### config.mk
export PLATFORM = sky130hd
export DESIGN_NAME = two_level_interrupt_controller
export DESIGN_NICKNAME = d
export VERILOG_FILES = /design/src/include/intc_pkg.sv /design/src/core/two_level_interrupt_controller.sv
export SDC_FILE = /design/constraint.sdc
export NUM_CORES = 1
export LEC_CHECK = 0
export ABC_AREA = 1
export BUFFER_PORTS_ARGS = -buffer_cell sky130_fd_sc_hd__buf_4
export CORE_UTILIZATION = 30
export CTS_CLUSTER_DIAMETER = 60
export DETAILED_ROUTE_END_ITERATION = 10
export PLACE_DENSITY = 0.6
export SKIP_LAST_GASP = 1
export SLEW_MARGIN = 20
export SYNTH_ARGS = -nofsm -noshare
export SYNTH_HDL_FRONTEND = slang
export SYNTH_SLANG_ARGS = --single-unit
### constraint.sdc
create_clock -name CLK_I -period 2.2 [get_ports CLK_I]
set_input_delay 0.44 -clock CLK_I [delete_from_list [all_inputs] [get_ports CLK_I]]
set_output_delay 0.44 -clock CLK_I [all_outputs]
set_load 0.01 [all_outputs]
### src/include/intc_pkg.sv
package intc_pkg;
	localparam int ADDR_W = 8;
	localparam int DATA_W = 32;
	// Register byte offsets
	localparam logic [7:0] OFF_NORMAL_RAW    = 8'h00;
	localparam logic [7:0] OFF_NORMAL_ENABLE = 8'h04;
	localparam logic [7:0] OFF_NORMAL_CLEAR  = 8'h08;
	localparam logic [7:0] OFF_NORMAL_STATUS = 8'h0c;
	localparam logic [7:0] OFF_FAST_RAW      = 8'h10;
	localparam logic [7:0] OFF_FAST_ENABLE   = 8'h14;
	localparam logic [7:0] OFF_FAST_CLEAR    = 8'h18;
	localparam logic [7:0] OFF_FAST_STATUS   = 8'h1c;
	localparam logic [7:0] OFF_PROG_CONFIG   = 8'h20;
	localparam logic [7:0] OFF_EVENT_STATUS  = 8'h24;
	localparam logic [7:0] OFF_EVENT_MASK    = 8'h28;
	// Bit layout shared by every level register
	localparam int BIT_FAST_OR  = 0;
	localparam int BIT_PROG     = 1;
	localparam logic [31:0] SOURCE_MASK = 32'h000f_7fbc;
	// Programmed interrupt config fields
	localparam int PROG_NORMAL_BIT = 1;
	localparam int PROG_FAST_BIT   = 2;
	localparam logic [31:0] PROG_MASK = 32'h0000_0006;
	// Event status fields
	localparam int EV_NORMAL_RISE = 0;
	localparam int EV_FAST_RISE   = 1;
	localparam int EV_BUS_ERROR   = 2;
	localparam int EV_W           = 3;
	// Reset values
	localparam logic [31:0] ENABLE_RESET = 32'h0000_0000;
	localparam logic [31:0] PROG_RESET   = 32'h0000_0000;
	localparam logic [2:0]  EVENT_RESET  = 3'h0;
	// AXI responses
	localparam logic [1:0] RESP_OKAY   = 2'h0;
	localparam logic [1:0] RESP_SLVERR = 2'h2;
endpackage : intc_pkg

### src/core/two_level_interrupt_controller.sv
// The AXI4-Lite register port and the register offsets were left to the implementer.
module two_level_interrupt_controller #(
	parameter logic [31:0] SOURCE_MASK = intc_pkg::SOURCE_MASK
) (
	input  wire logic        CLK_I,
	input  wire logic        RST_I,
	input  wire logic [31:0] SOURCE_I,
	input  wire logic [7:0]  AWADDR_I,
	input  wire logic        AWVALID_I,
	output logic             AWREADY_O,
	input  wire logic [31:0] WDATA_I,
	input  wire logic [3:0]  WSTRB_I,
	input  wire logic        WVALID_I,
	output logic             WREADY_O,
	output logic [1:0]       BRESP_O,
	output logic             BVALID_O,
	input  wire logic        BREADY_I,
	input  wire logic [7:0]  ARADDR_I,
	input  wire logic        ARVALID_I,
	output logic             ARREADY_O,
	output logic [31:0]      RDATA_O,
	output logic [1:0]       RRESP_O,
	output logic             RVALID_O,
	input  wire logic        RREADY_I,
	output logic             NORMAL_REQUEST_O,
	output logic             FAST_REQUEST_O,
	output logic             EVENT_IRQ_O
);

	function automatic logic [31:0] lane_mask(input logic [3:0] strb);
		lane_mask = {{8{strb[3]}}, {8{strb[2]}}, {8{strb[1]}}, {8{strb[0]}}};
	endfunction : lane_mask

	function automatic logic [7:0] word_of(input logic [7:0] addr);
		word_of = {addr[7:2], 2'b00};
	endfunction : word_of

	// Registers
	logic [31:0] source_reg;
	logic [31:0] normal_en_reg;
	logic [31:0] normal_en_next;
	logic [31:0] fast_en_reg;
	logic [31:0] fast_en_next;
	logic [31:0] prog_reg;
	logic [31:0] prog_next;
	logic [intc_pkg::EV_W-1:0] ev_stat_reg;
	logic [intc_pkg::EV_W-1:0] ev_stat_next;
	logic [intc_pkg::EV_W-1:0] ev_mask_reg;
	logic [7:0]  aw_addr_reg;
	logic [31:0] w_data_reg;
	logic [3:0]  w_strb_reg;
	logic        aw_rdy_reg;
	logic        w_rdy_reg;
	logic        bvalid_reg;
	logic [1:0]  bresp_reg;
	logic        ar_rdy_reg;
	logic        rvalid_reg;
	logic [31:0] rdata_reg;
	logic [1:0]  rresp_reg;
	logic        normal_req_reg;
	logic        fast_req_reg;
	logic        ev_irq_reg;

	// Raw, status and request formation
	wire         fast_or_w;
	wire [31:0]  normal_raw_w;
	wire [31:0]  fast_raw_w;
	wire [31:0]  normal_stat_w;
	wire [31:0]  fast_stat_w;
	wire [31:0]  fast_stat_low_w;

	assign fast_stat_low_w = {source_reg[31:2] & fast_en_reg[31:2],
		prog_reg[intc_pkg::PROG_FAST_BIT], 1'b0};
	assign fast_or_w     = |fast_stat_low_w[31:1];
	assign normal_raw_w  = {source_reg[31:2],
		prog_reg[intc_pkg::PROG_NORMAL_BIT], fast_or_w};
	assign fast_raw_w    = {source_reg[31:2],
		prog_reg[intc_pkg::PROG_FAST_BIT], fast_or_w};
	assign normal_stat_w = {normal_raw_w[31:2] & normal_en_reg[31:2],
		normal_raw_w[1:0]};
	assign fast_stat_w   = {fast_stat_low_w[31:1], fast_or_w};

	// Bus write decode
	wire         do_write_w;
	wire [7:0]   wa_w;
	wire [31:0]  wbits_w;
	wire         wr_nen_w;
	wire         wr_ncl_w;
	wire         wr_fen_w;
	wire         wr_fcl_w;
	wire         wr_prog_w;
	wire         wr_evs_w;
	wire         wr_evm_w;
	wire         wr_hit_w;

	assign do_write_w = !aw_rdy_reg && !w_rdy_reg && !bvalid_reg;
	assign wa_w       = word_of(aw_addr_reg);
	assign wbits_w    = w_data_reg & lane_mask(w_strb_reg);
	assign wr_nen_w   = do_write_w && wa_w == intc_pkg::OFF_NORMAL_ENABLE;
	assign wr_ncl_w   = do_write_w && wa_w == intc_pkg::OFF_NORMAL_CLEAR;
	assign wr_fen_w   = do_write_w && wa_w == intc_pkg::OFF_FAST_ENABLE;
	assign wr_fcl_w   = do_write_w && wa_w == intc_pkg::OFF_FAST_CLEAR;
	assign wr_prog_w  = do_write_w && wa_w == intc_pkg::OFF_PROG_CONFIG;
	assign wr_evs_w   = do_write_w && wa_w == intc_pkg::OFF_EVENT_STATUS;
	assign wr_evm_w   = do_write_w && wa_w == intc_pkg::OFF_EVENT_MASK;
	assign wr_hit_w   = wr_nen_w || wr_ncl_w || wr_fen_w || wr_fcl_w || wr_prog_w
		|| wr_evs_w || wr_evm_w
		|| wa_w == intc_pkg::OFF_NORMAL_RAW || wa_w == intc_pkg::OFF_NORMAL_STATUS
		|| wa_w == intc_pkg::OFF_FAST_RAW || wa_w == intc_pkg::OFF_FAST_STATUS;

	// Only source bits are writable: bit 0, bit 1 and reserved bits stay zero
	wire [31:0]  en_bits_w;
	assign en_bits_w = wbits_w & SOURCE_MASK;

	// Setting at one level clears the other; clears touch only their own bits
	assign normal_en_next = wr_nen_w ? (normal_en_reg | en_bits_w) :
		wr_ncl_w ? (normal_en_reg & ~en_bits_w) :
		wr_fen_w ? (normal_en_reg & ~en_bits_w) :
		normal_en_reg;
	assign fast_en_next = wr_fen_w ? (fast_en_reg | en_bits_w) :
		wr_fcl_w ? (fast_en_reg & ~en_bits_w) :
		wr_nen_w ? (fast_en_reg & ~en_bits_w) :
		fast_en_reg;
	assign prog_next = wr_prog_w ?
		((prog_reg & ~lane_mask(w_strb_reg)) | wbits_w) & intc_pkg::PROG_MASK :
		prog_reg;

	// Event flags: set wins over a write-one clear
	wire [intc_pkg::EV_W-1:0] ev_set_w;
	wire [intc_pkg::EV_W-1:0] ev_clr_w;
	assign ev_set_w[intc_pkg::EV_NORMAL_RISE] = (|normal_stat_w) && !normal_req_reg;
	assign ev_set_w[intc_pkg::EV_FAST_RISE]   = fast_or_w && !fast_req_reg;
	assign ev_set_w[intc_pkg::EV_BUS_ERROR]   = do_write_w && !wr_hit_w;
	assign ev_clr_w     = wr_evs_w ? wbits_w[intc_pkg::EV_W-1:0] : '0;
	assign ev_stat_next = ev_set_w | (ev_stat_reg & ~ev_clr_w);

	// Read decode
	wire [7:0]   ra_w;
	wire         rd_hit_w;
	wire [31:0]  rd_data_w;
	assign ra_w = word_of(ARADDR_I);
	assign rd_hit_w = ra_w <= intc_pkg::OFF_EVENT_MASK;
	assign rd_data_w =
		ra_w == intc_pkg::OFF_NORMAL_RAW    ? normal_raw_w :
		ra_w == intc_pkg::OFF_NORMAL_ENABLE ? normal_en_reg :
		ra_w == intc_pkg::OFF_NORMAL_STATUS ? normal_stat_w :
		ra_w == intc_pkg::OFF_FAST_RAW      ? fast_raw_w :
		ra_w == intc_pkg::OFF_FAST_ENABLE   ? fast_en_reg :
		ra_w == intc_pkg::OFF_FAST_STATUS   ? fast_stat_w :
		ra_w == intc_pkg::OFF_PROG_CONFIG   ? prog_reg :
		ra_w == intc_pkg::OFF_EVENT_STATUS  ? {29'h0, ev_stat_reg} :
		ra_w == intc_pkg::OFF_EVENT_MASK    ? {29'h0, ev_mask_reg} :
		32'h0;

	// Source sampling and control state
	always_ff @(posedge CLK_I) begin
		if (RST_I) begin
			source_reg    <= 32'h0;
			normal_en_reg <= intc_pkg::ENABLE_RESET;
			fast_en_reg   <= intc_pkg::ENABLE_RESET;
			prog_reg      <= intc_pkg::PROG_RESET;
			ev_stat_reg   <= intc_pkg::EVENT_RESET;
			ev_mask_reg   <= intc_pkg::EVENT_RESET;
		end else begin
			source_reg    <= SOURCE_I & SOURCE_MASK;
			normal_en_reg <= normal_en_next;
			fast_en_reg   <= fast_en_next;
			prog_reg      <= prog_next;
			ev_stat_reg   <= ev_stat_next;
			if (wr_evm_w) begin
				ev_mask_reg <= wbits_w[intc_pkg::EV_W-1:0];
			end
		end
	end

	// Request outputs
	always_ff @(posedge CLK_I) begin
		if (RST_I) begin
			normal_req_reg <= 1'b0;
			fast_req_reg   <= 1'b0;
			ev_irq_reg     <= 1'b0;
		end else begin
			normal_req_reg <= |normal_stat_w;
			fast_req_reg   <= fast_or_w;
			ev_irq_reg     <= |(ev_stat_next & ev_mask_reg);
		end
	end

	// Write channels
	always_ff @(posedge CLK_I) begin
		if (RST_I) begin
			aw_rdy_reg  <= 1'b1;
			w_rdy_reg   <= 1'b1;
			bvalid_reg  <= 1'b0;
			bresp_reg   <= intc_pkg::RESP_OKAY;
			aw_addr_reg <= 8'h0;
			w_data_reg  <= 32'h0;
			w_strb_reg  <= 4'h0;
		end else begin
			if (aw_rdy_reg && AWVALID_I) begin
				aw_rdy_reg  <= 1'b0;
				aw_addr_reg <= AWADDR_I;
			end
			if (w_rdy_reg && WVALID_I) begin
				w_rdy_reg  <= 1'b0;
				w_data_reg <= WDATA_I;
				w_strb_reg <= WSTRB_I;
			end
			if (do_write_w) begin
				bvalid_reg <= 1'b1;
				bresp_reg  <= wr_hit_w ? intc_pkg::RESP_OKAY : intc_pkg::RESP_SLVERR;
			end
			if (bvalid_reg && BREADY_I) begin
				bvalid_reg <= 1'b0;
				aw_rdy_reg <= 1'b1;
				w_rdy_reg  <= 1'b1;
			end
		end
	end

	// Read channels
	always_ff @(posedge CLK_I) begin
		if (RST_I) begin
			ar_rdy_reg <= 1'b1;
			rvalid_reg <= 1'b0;
			rdata_reg  <= 32'h0;
			rresp_reg  <= intc_pkg::RESP_OKAY;
		end else if (ar_rdy_reg && ARVALID_I) begin
			ar_rdy_reg <= 1'b0;
			rvalid_reg <= 1'b1;
			rdata_reg  <= rd_data_w;
			rresp_reg  <= rd_hit_w ? intc_pkg::RESP_OKAY : intc_pkg::RESP_SLVERR;
		end else if (rvalid_reg && RREADY_I) begin
			ar_rdy_reg <= 1'b1;
			rvalid_reg <= 1'b0;
		end
	end

	assign AWREADY_O        = aw_rdy_reg;
	assign WREADY_O         = w_rdy_reg;
	assign BVALID_O         = bvalid_reg;
	assign BRESP_O          = bresp_reg;
	assign ARREADY_O        = ar_rdy_reg;
	assign RVALID_O         = rvalid_reg;
	assign RDATA_O          = rdata_reg;
	assign RRESP_O          = rresp_reg;
	assign NORMAL_REQUEST_O = normal_req_reg;
	assign FAST_REQUEST_O   = fast_req_reg;
	assign EVENT_IRQ_O      = ev_irq_reg;

	// Checks
	a_level_exclusive: assert property (
		@(posedge CLK_I) disable iff (RST_I) (normal_en_reg & fast_en_reg) == 32'h0)
		else $error("source enabled at both levels");

	a_reserved_inert: assert property (
		@(posedge CLK_I) disable iff (RST_I)
		((normal_en_reg | fast_en_reg) & ~SOURCE_MASK) == 32'h0)
		else $error("non-source enable bit set");

	a_clear_only_own: assert property (
		@(posedge CLK_I) disable iff (RST_I)
		wr_ncl_w |=> normal_en_reg == ($past(normal_en_reg) & ~$past(en_bits_w))
		&& fast_en_reg == $past(fast_en_reg))
		else $error("normal clear wrong");

	a_fast_steals: assert property (
		@(posedge CLK_I) disable iff (RST_I)
		wr_fen_w |=> (fast_en_reg & $past(en_bits_w)) == $past(en_bits_w)
		&& (normal_en_reg & $past(en_bits_w)) == 32'h0)
		else $error("fast enable did not take over");

	a_reset_quiet: assert property (
		@(posedge CLK_I) disable iff (RST_I)
		$past(RST_I) |-> normal_en_reg == 32'h0 && fast_en_reg == 32'h0
		&& prog_reg == 32'h0 && !NORMAL_REQUEST_O && !FAST_REQUEST_O)
		else $error("state not cleared by reset");

	a_prog_unmasked: assert property (
		@(posedge CLK_I) disable iff (RST_I)
		prog_reg[intc_pkg::PROG_NORMAL_BIT] |-> (normal_raw_w[intc_pkg::BIT_PROG]
		&& normal_stat_w[intc_pkg::BIT_PROG]) ##1 NORMAL_REQUEST_O)
		else $error("programmed normal interrupt lost");

	a_fast_or_path: assert property (
		@(posedge CLK_I) disable iff (RST_I)
		(fast_en_reg & source_reg) != 32'h0 || prog_reg[intc_pkg::PROG_FAST_BIT]
		|=> FAST_REQUEST_O && NORMAL_REQUEST_O)
		else $error("fast request or bit 0 missing");

	a_masked_silent: assert property (
		@(posedge CLK_I) disable iff (RST_I)
		normal_en_reg == 32'h0 && fast_en_reg == 32'h0 && prog_reg == 32'h0
		|=> !NORMAL_REQUEST_O && !FAST_REQUEST_O)
		else $error("request without enabled source");

	a_status_follows: assert property (
		@(posedge CLK_I) disable iff (RST_I)
		$stable(SOURCE_I) && $stable(normal_en_reg) |=>
		normal_stat_w[31:2] == ($past(SOURCE_I[31:2]) & SOURCE_MASK[31:2] & normal_en_reg[31:2]))
		else $error("status not raw and enable");

	a_raw_follows: assert property (
		@(posedge CLK_I) disable iff (RST_I)
		!$past(RST_I) |-> normal_raw_w[31:2] == ($past(SOURCE_I[31:2]) & SOURCE_MASK[31:2]))
		else $error("raw bits do not follow sources");

	a_fast_raw_alike: assert property (
		@(posedge CLK_I) disable iff (RST_I)
		fast_raw_w[31:2] == normal_raw_w[31:2]
		&& fast_raw_w[intc_pkg::BIT_FAST_OR] == |fast_stat_w[31:1]
		&& normal_raw_w[intc_pkg::BIT_FAST_OR] == |fast_stat_w[31:1])
		else $error("level raw registers disagree");

	a_fast_status_and: assert property (
		@(posedge CLK_I) disable iff (RST_I)
		fast_stat_w[31:2] == (fast_raw_w[31:2] & fast_en_reg[31:2]))
		else $error("fast status not raw and enable");

	a_normal_req_or: assert property (
		@(posedge CLK_I) disable iff (RST_I)
		!$past(RST_I) |-> NORMAL_REQUEST_O == $past(|normal_stat_w))
		else $error("normal request not OR of status");

	a_fast_req_or: assert property (
		@(posedge CLK_I) disable iff (RST_I)
		!$past(RST_I) |-> FAST_REQUEST_O == $past(|fast_stat_w[31:1]))
		else $error("fast request not OR of status");

	a_prog_fast_path: assert property (
		@(posedge CLK_I) disable iff (RST_I)
		fast_raw_w[intc_pkg::BIT_PROG] == prog_reg[intc_pkg::PROG_FAST_BIT]
		&& fast_stat_w[intc_pkg::BIT_PROG] == prog_reg[intc_pkg::PROG_FAST_BIT])
		else $error("programmed fast bit not in raw and status");

	a_normal_set_adds: assert property (
		@(posedge CLK_I) disable iff (RST_I)
		wr_nen_w |=> normal_en_reg == ($past(normal_en_reg) | $past(en_bits_w))
		&& (fast_en_reg & $past(en_bits_w)) == 32'h0)
		else $error("normal enable write wrong");

	a_fast_clear_own: assert property (
		@(posedge CLK_I) disable iff (RST_I)
		wr_fcl_w |=> fast_en_reg == ($past(fast_en_reg) & ~$past(en_bits_w))
		&& normal_en_reg == $past(normal_en_reg))
		else $error("fast clear wrong");

	a_prog_reserved: assert property (
		@(posedge CLK_I) disable iff (RST_I)
		(prog_reg & ~intc_pkg::PROG_MASK) == 32'h0)
		else $error("reserved programmed bit set");

	a_event_set_wins: assert property (
		@(posedge CLK_I) disable iff (RST_I)
		ev_set_w[intc_pkg::EV_BUS_ERROR] |=> ev_stat_reg[intc_pkg::EV_BUS_ERROR])
		else $error("bus error event lost");

endmodule : two_level_interrupt_controller

==> out/metrics.cfg, run 1 <==
[clocking]
htree_levels = 3
clkTransAtPathRegs_ns = 0.07
cts_hold_buf = 0
cts.repair.resized = 0
postCtsSetupBuffers = 0
cts_num_sinks = 111
cts_tree = done
clockBufferDepth = 2
cts_buffers = 9
insertion_delay_ns = 0.36
clock-root-buffer = clkbuf_16

[synth]
synthCells = 731
synth_common_cells = nand2_1, nor2_1, dfxtp_1
synth-edff-count = 0
synth_cell_types = 35
yosys.area.top_type = dfxtp_1
async_flop_share_pct = 0
yosysMostFrequentCell = nand2_1
synth-seq-area-share_pct = 43.50
yosysTopAreaCellShare_pct = 43.50
ys_warn_count = 0
synth_seq_cells = 111
syn_area_um2 = 5109
synth_top_flop_cell = dfxtp_1
synth_area_per_cell_um2 = 6.989
synth_area_leaders = dfxtp_1, nand2_1, nor2_1

[placement]
dpl-instance-area_um2 = 5901
place_congestion = 0.8518
io_buffers = 83
hpwl_um = 10440

[layout]
nets = 895
antennaDiodeCount = 0
area_growth_pct = 21.04
drive_gt1_share_pct = 15.08
fillers = 1842
stdcell_area_um2 = 6183

[drt]
antenna_left = 0
vias = 4849
drt_wl_total_um = 13800
post_drt_wl_per_cell_um = 13.41
drtIter0Drc = 307
firstDrtPassIters = 5
vias_per_cell = 4.712
drc = 0

[min_path]
whs_endpoint = source_reg[18]
holdCritStartpoint = SOURCE_I[18]
min_path_type = input pin to flip-flop
hold_depth = 3

[sta]
fin_tns_setup_ns = 0
hold_ws_ns = 0.2835
final_hold_viol_count = 0
fin_crit_ns = 1.909
post-route-period-util_pct = 86.79
slew_headroom_pct = 54.99
setup_violations = 0
fmaxAchievable_ghz = 0.5237
tightest_slew_ns = 0.6742
grt_setup_unrepaired = false
maxSlewViolCount = 0
finClkSkew_ns = 0.008229

[floorplanning]
start_util_pct = 30.81
rows = 47
ioPinCount = 135
chipWidth_um = 132.5
dieArea_um2 = 17550
die_h_um = 132.5
core-area_um2 = 16580

[status]
status = complete, no violations

[pwr]
cellPowerDensity_nw_per_um2 = 675.3
p_leak_nw = 2.572
ir_drop_v = 0.0004228

[setup_path]
timing.rr.start = BVALID_O
ff2ff_path_depth = 6
worstPathMaxFanout = 17
crit_type = flip-flop to flip-flop
critPathLaunchType = flip-flop
crit_arrival_ns = 2.16
rrSetupSlack_ns = 0.29
critPathRequiredTime_ns = 2.45
end_kind = flip-flop

[global_route]
grt_max_degree = 37
grt_pass1_vias = 4378
antenna_found_initial = 0
grt_usage_pct = 16.20
grt_pass1_wl_um = 22220
grt_overflow = 0

[job]
max_cap_viol_count = 0

[critical path, cell delays in order, from the launching register on]
cell	delay, ns
dfxtp_1	0.36
nor3_4	0.33
nand3_2	0.18
o21ai_4	0.43
nand3_1	0.23
o21ai_0	0.21
a21oi_1	0.05
[worst max path at each step]
stage,from,end,slack (ns),depth (start not counted)
detailed placement,ARADDR_I[6],RDATA_O[13],0.27,7
finish,BVALID_O,flip-flop,0.29,6
CTS,BVALID_O,flip-flop,0.32,6
global route,BVALID_O,flip-flop,0.14,6
global placement,ARADDR_I[6],RDATA_O[10],0.30,7
floorplan,BVALID_O,flip-flop,0.65,7
[through the flow]
step                      setup WS, ns  instances  util [%]  power [mW]
final                           0.2906       1029     37.29       4.176
after global routing            0.1442       1029     37.29       4.396
after CTS                       0.3248       1029     37.29       4.241
after detailed placement        0.2721       1013     35.58       2.660
after global placement          0.2991       1013     35.58       2.655
after floorplan                 0.6517        746         -       2.479
[per-layer routing]
layer / wire length [um] / share of wire (%) / vias to the layer above / track usage (%)
met5: 0 / 0 / - / 0
met4: 163 / 1.2 / 0 / 4.534
met3: 854 / 6.2 / 13 / 3.640
met2: 5800 / 42 / 140 / 24.56
met1: 6984 / 51 / 2157 / 22.94
li1: - / - / 2539 / -
[cell usage in the layout, fill, tap and decap left out, types with 3 or more instances in the layout]
master,n
o22ai_1,3
nand2_1,126
o21ai_0,71
nor2_2,3
nand3_1,48
nand4_1,18
clkbuf_16,9
inv_1,68
conb_1,16
buf_4,96
o211ai_1,19
a211oi_1,3
o21ai_1,10
nor3_1,3
a21oi_1,69
nor2_1,112
dfxtp_1,111
[where the power goes]
group	internal, mW	switching [mW]
sequential	2.09	0.0889
combinational	0.175	0.259
clock	0.810	0.753
total	3.07	1.10
[area by class of cell]
type / instances / area [um^2] / share of cell area, %
inverter: 70 / 262.8 / 4.249
multi-input combinational: 516 / 2420 / 39.13
sequential: 111 / 2222 / 35.94
timing repair buffer: 96 / 720.7 / 11.66
clock inverter: 5 / 40.04 / 0.6475
tap: 220 / 275.3 / 4.452
clock buffer: 11 / 242.7 / 3.926
[logic make-up after synthesis]
group	Yosys count	share of synthesized area (%)
simple gates	316	26.33
compound gates	184	19.86
buf+inv	119	10.24
flops	111	43.50
other cells	1	0.07340
Power figures use the tool's default switching activity.
==> run 2: changes to the inputs <==
==> constraint.sdc (replaced) <==
create_clock -name CLK_I -period 2 [get_ports CLK_I]
set_input_delay 0.4 -clock CLK_I [delete_from_list [all_inputs] [get_ports CLK_I]]
set_output_delay 0.4 -clock CLK_I [all_outputs]
set_load 0.01 [all_outputs]
==> run 2 against run 1 <==
Net effect:
- wire length about the same
- worst hold slack got worse by 0.033 ns
- non-clock buffer count up 7
- via count hardly changed
- count of clock-buffer cells in the layout increased by 1
- sequential share of layout area shrank 0.48 points
- register-to-register slack about the same
- sequential power grew 9.6%
- highest routed layer unchanged
- maximum frequency rose by 12%
- total power increased by 13%
==> out/metrics.cfg, run 2 (synthesized netlist as in run 1, its figures left out) <==
[clocking]
cts_buffers = 9  ; unchanged
htree_levels = 3  ; unchanged
cts_hold_buf = 0  ; unchanged
clockBufferDepth = 2  ; unchanged
cts_tree = done
insertion_delay_ns = 0.35  ; about the same
clock-root-buffer = clkbuf_16
clkTransAtPathRegs_ns = 0.07  ; about the same
cts_num_sinks = 111  ; unchanged

[layout]
stdcell_area_um2 = 6267  ; +1.4%
fin_cells = 1035  ; +0.58%
final_common_cell = nand2_1
final_util_pct = 37.79  ; +0.51 points
antennaDiodeCount = 0  ; unchanged
area_growth_pct = 22.68
nets = 902  ; +0.78%
layout_common_cells = nand2_1, dfxtp_1, nor2_1
drive_gt1_share_pct = 15.83  ; +0.75 points

[setup_path]
worst-path-stages = 5  ; -1
crit_arrival_ns = 1.99  ; -0.17 ns
ff2ff_path_depth = 5  ; -1
crit_type = flip-flop to flip-flop
cpPeakStageDelay_ns = 0.43  ; about the same
worstPathMaxFanout = 10  ; -7
cp_slowest_cell = nor2_2
rrSetupSlack_ns = 0.29  ; about the same
worstPathCellList = nor3_4 > nand4_2 > nor2_2 > o21ai_0 > a21oi_1
end_kind = flip-flop
critPathLaunchType = flip-flop
cp_top_family = simple AND/OR/NAND/NOR gates
critPathRequiredTime_ns = 2.28  ; -0.17 ns
timing.rr.start = BVALID_O
crit_buf_inv = 0  ; unchanged

[placement]
placed_cells = 1020  ; +0.69%
hpwl_um = 10360  ; -0.78%
dpl-instance-area_um2 = 5966  ; +1.1%
io_buffers = 83  ; unchanged
pre_cts_ws_ns = -0.05894  ; -0.3310 ns
place_congestion = 0.8812  ; +3.5%

[drt]
drtIter0Drc = 326  ; +6.2%
drt_wl_total_um = 13800  ; about the same
antenna_left = 0  ; unchanged
post_drt_wl_per_cell_um = 13.34  ; -0.57%
firstDrtPassIters = 7  ; +2
vias_per_cell = 4.686  ; -0.56%
vias = 4850  ; +0.021%
drc = 0  ; unchanged

[global_route]
grt_overflow = 0  ; unchanged
grt_pass1_vias = 4403  ; +0.57%
grt_pass1_wl_um = 22400  ; +0.81%
antenna_found_initial = 0  ; unchanged
grt_usage_pct = 16.17  ; -0.033 points
grt_max_degree = 56  ; +51%

[sta]
grt_setup_unrepaired = false
fin_crit_ns = 1.712  ; -0.1972 ns
fmaxAchievable_ghz = 0.5841  ; +12%
maxSlewViolCount = 0  ; unchanged
fin_tns_setup_ns = 0  ; unchanged
tightest_slew_ns = 0.6589  ; -0.01534 ns
setup_ws_ns = 0.2878  ; -0.002816 ns
slew_headroom_pct = 56.01  ; +1.0 points
hold_ws_ns = 0.2507  ; -0.03287 ns
setup_violations = 0  ; unchanged
finClkSkew_ns = 0.008314  ; +0.00008477 ns
final_hold_viol_count = 0  ; unchanged
post-route-period-util_pct = 85.61  ; -1.2 points

[floorplanning]
core-area_um2 = 16580  ; unchanged
rows = 47  ; unchanged
start_util_pct = 30.81  ; unchanged
chipWidth_um = 132.5  ; unchanged
die_h_um = 132.5  ; unchanged
ioPinCount = 135  ; unchanged
dieArea_um2 = 17550  ; unchanged

[min_path]
whs_endpoint = source_reg[3]
holdCritStartpoint = SOURCE_I[3]
min_path_type = input pin to flip-flop
hold_depth = 3  ; unchanged

[pwr]
power_mw = 4.717  ; +13%
cellPowerDensity_nw_per_um2 = 752.6  ; +11%
ir_drop_v = 0.0004143  ; -2.0%
p_leak_nw = 2.616  ; +1.7%

[status]
status = complete, no violations

[job]
max_cap_viol_count = 0  ; unchanged

[run 2: cell count changes in the layout (fill, tap and decap cells not counted), sizes merged]
cell,previous run,this run
buf,96,103
bufinv,0,1
clkbuf,11,12
clkinv,3,1
clkinvlp,0,1
inv,72,70
[run 2: area by class of cell]
class                      count  area, um^2
fill                        1787       10320
timing repair buffer         103       785.8
sequential                   111        2222
tap                          220       275.3
inverter                      70       262.8
clock buffer                  12       256.5
clock inverter                 3       42.54
multi-input combinational    516        2422
[run 2: timing repair]
| action | in CTS | in global routing |
|---|---|---|
| buffers inserted | 0 | 0 |
| resized for setup | 1 | 0 |
| hold endpoints to repair | 0 | 0 |
| endpoints found under the setup margin | 1 | 0 |
[run 2: how the worst max path moves through the flow]
stage / startpoint / endpoint
CTS: BVALID_O / EVENT_IRQ_O
floorplan: BVALID_O / flip-flop
detailed placement: BVALID_O / EVENT_IRQ_O
global placement: BVALID_O / EVENT_IRQ_O
finish: BVALID_O / flip-flop
global route: BVALID_O / EVENT_IRQ_O
[run 2: per-layer routing]
layer	GRT usage (%)	up-vias	share of wire, %
li1	-	2558	-
met5	0	-	0
met2	24.18	131	42
met3	3.103	7	5.3
met4	4.215	0	0.79
met1	23.59	2154	52
[run 2: worst min-delay path, delay by kind of cell]
| kind | cells | cell delay (ns) |
|---|---|---|
| simple gates | 1 | 0.07 |
| buf+inv | 2 | 0.11 |
[run 2: power breakdown]
part           leakage [nW]  switching, mW  internal (mW)  total (mW)
registers             0.908         0.0950           2.30        2.39
logic                  1.56          0.289          0.202       0.491
clock network         0.145          0.800           1.03        1.83
total                  2.62           1.18           3.53        4.72
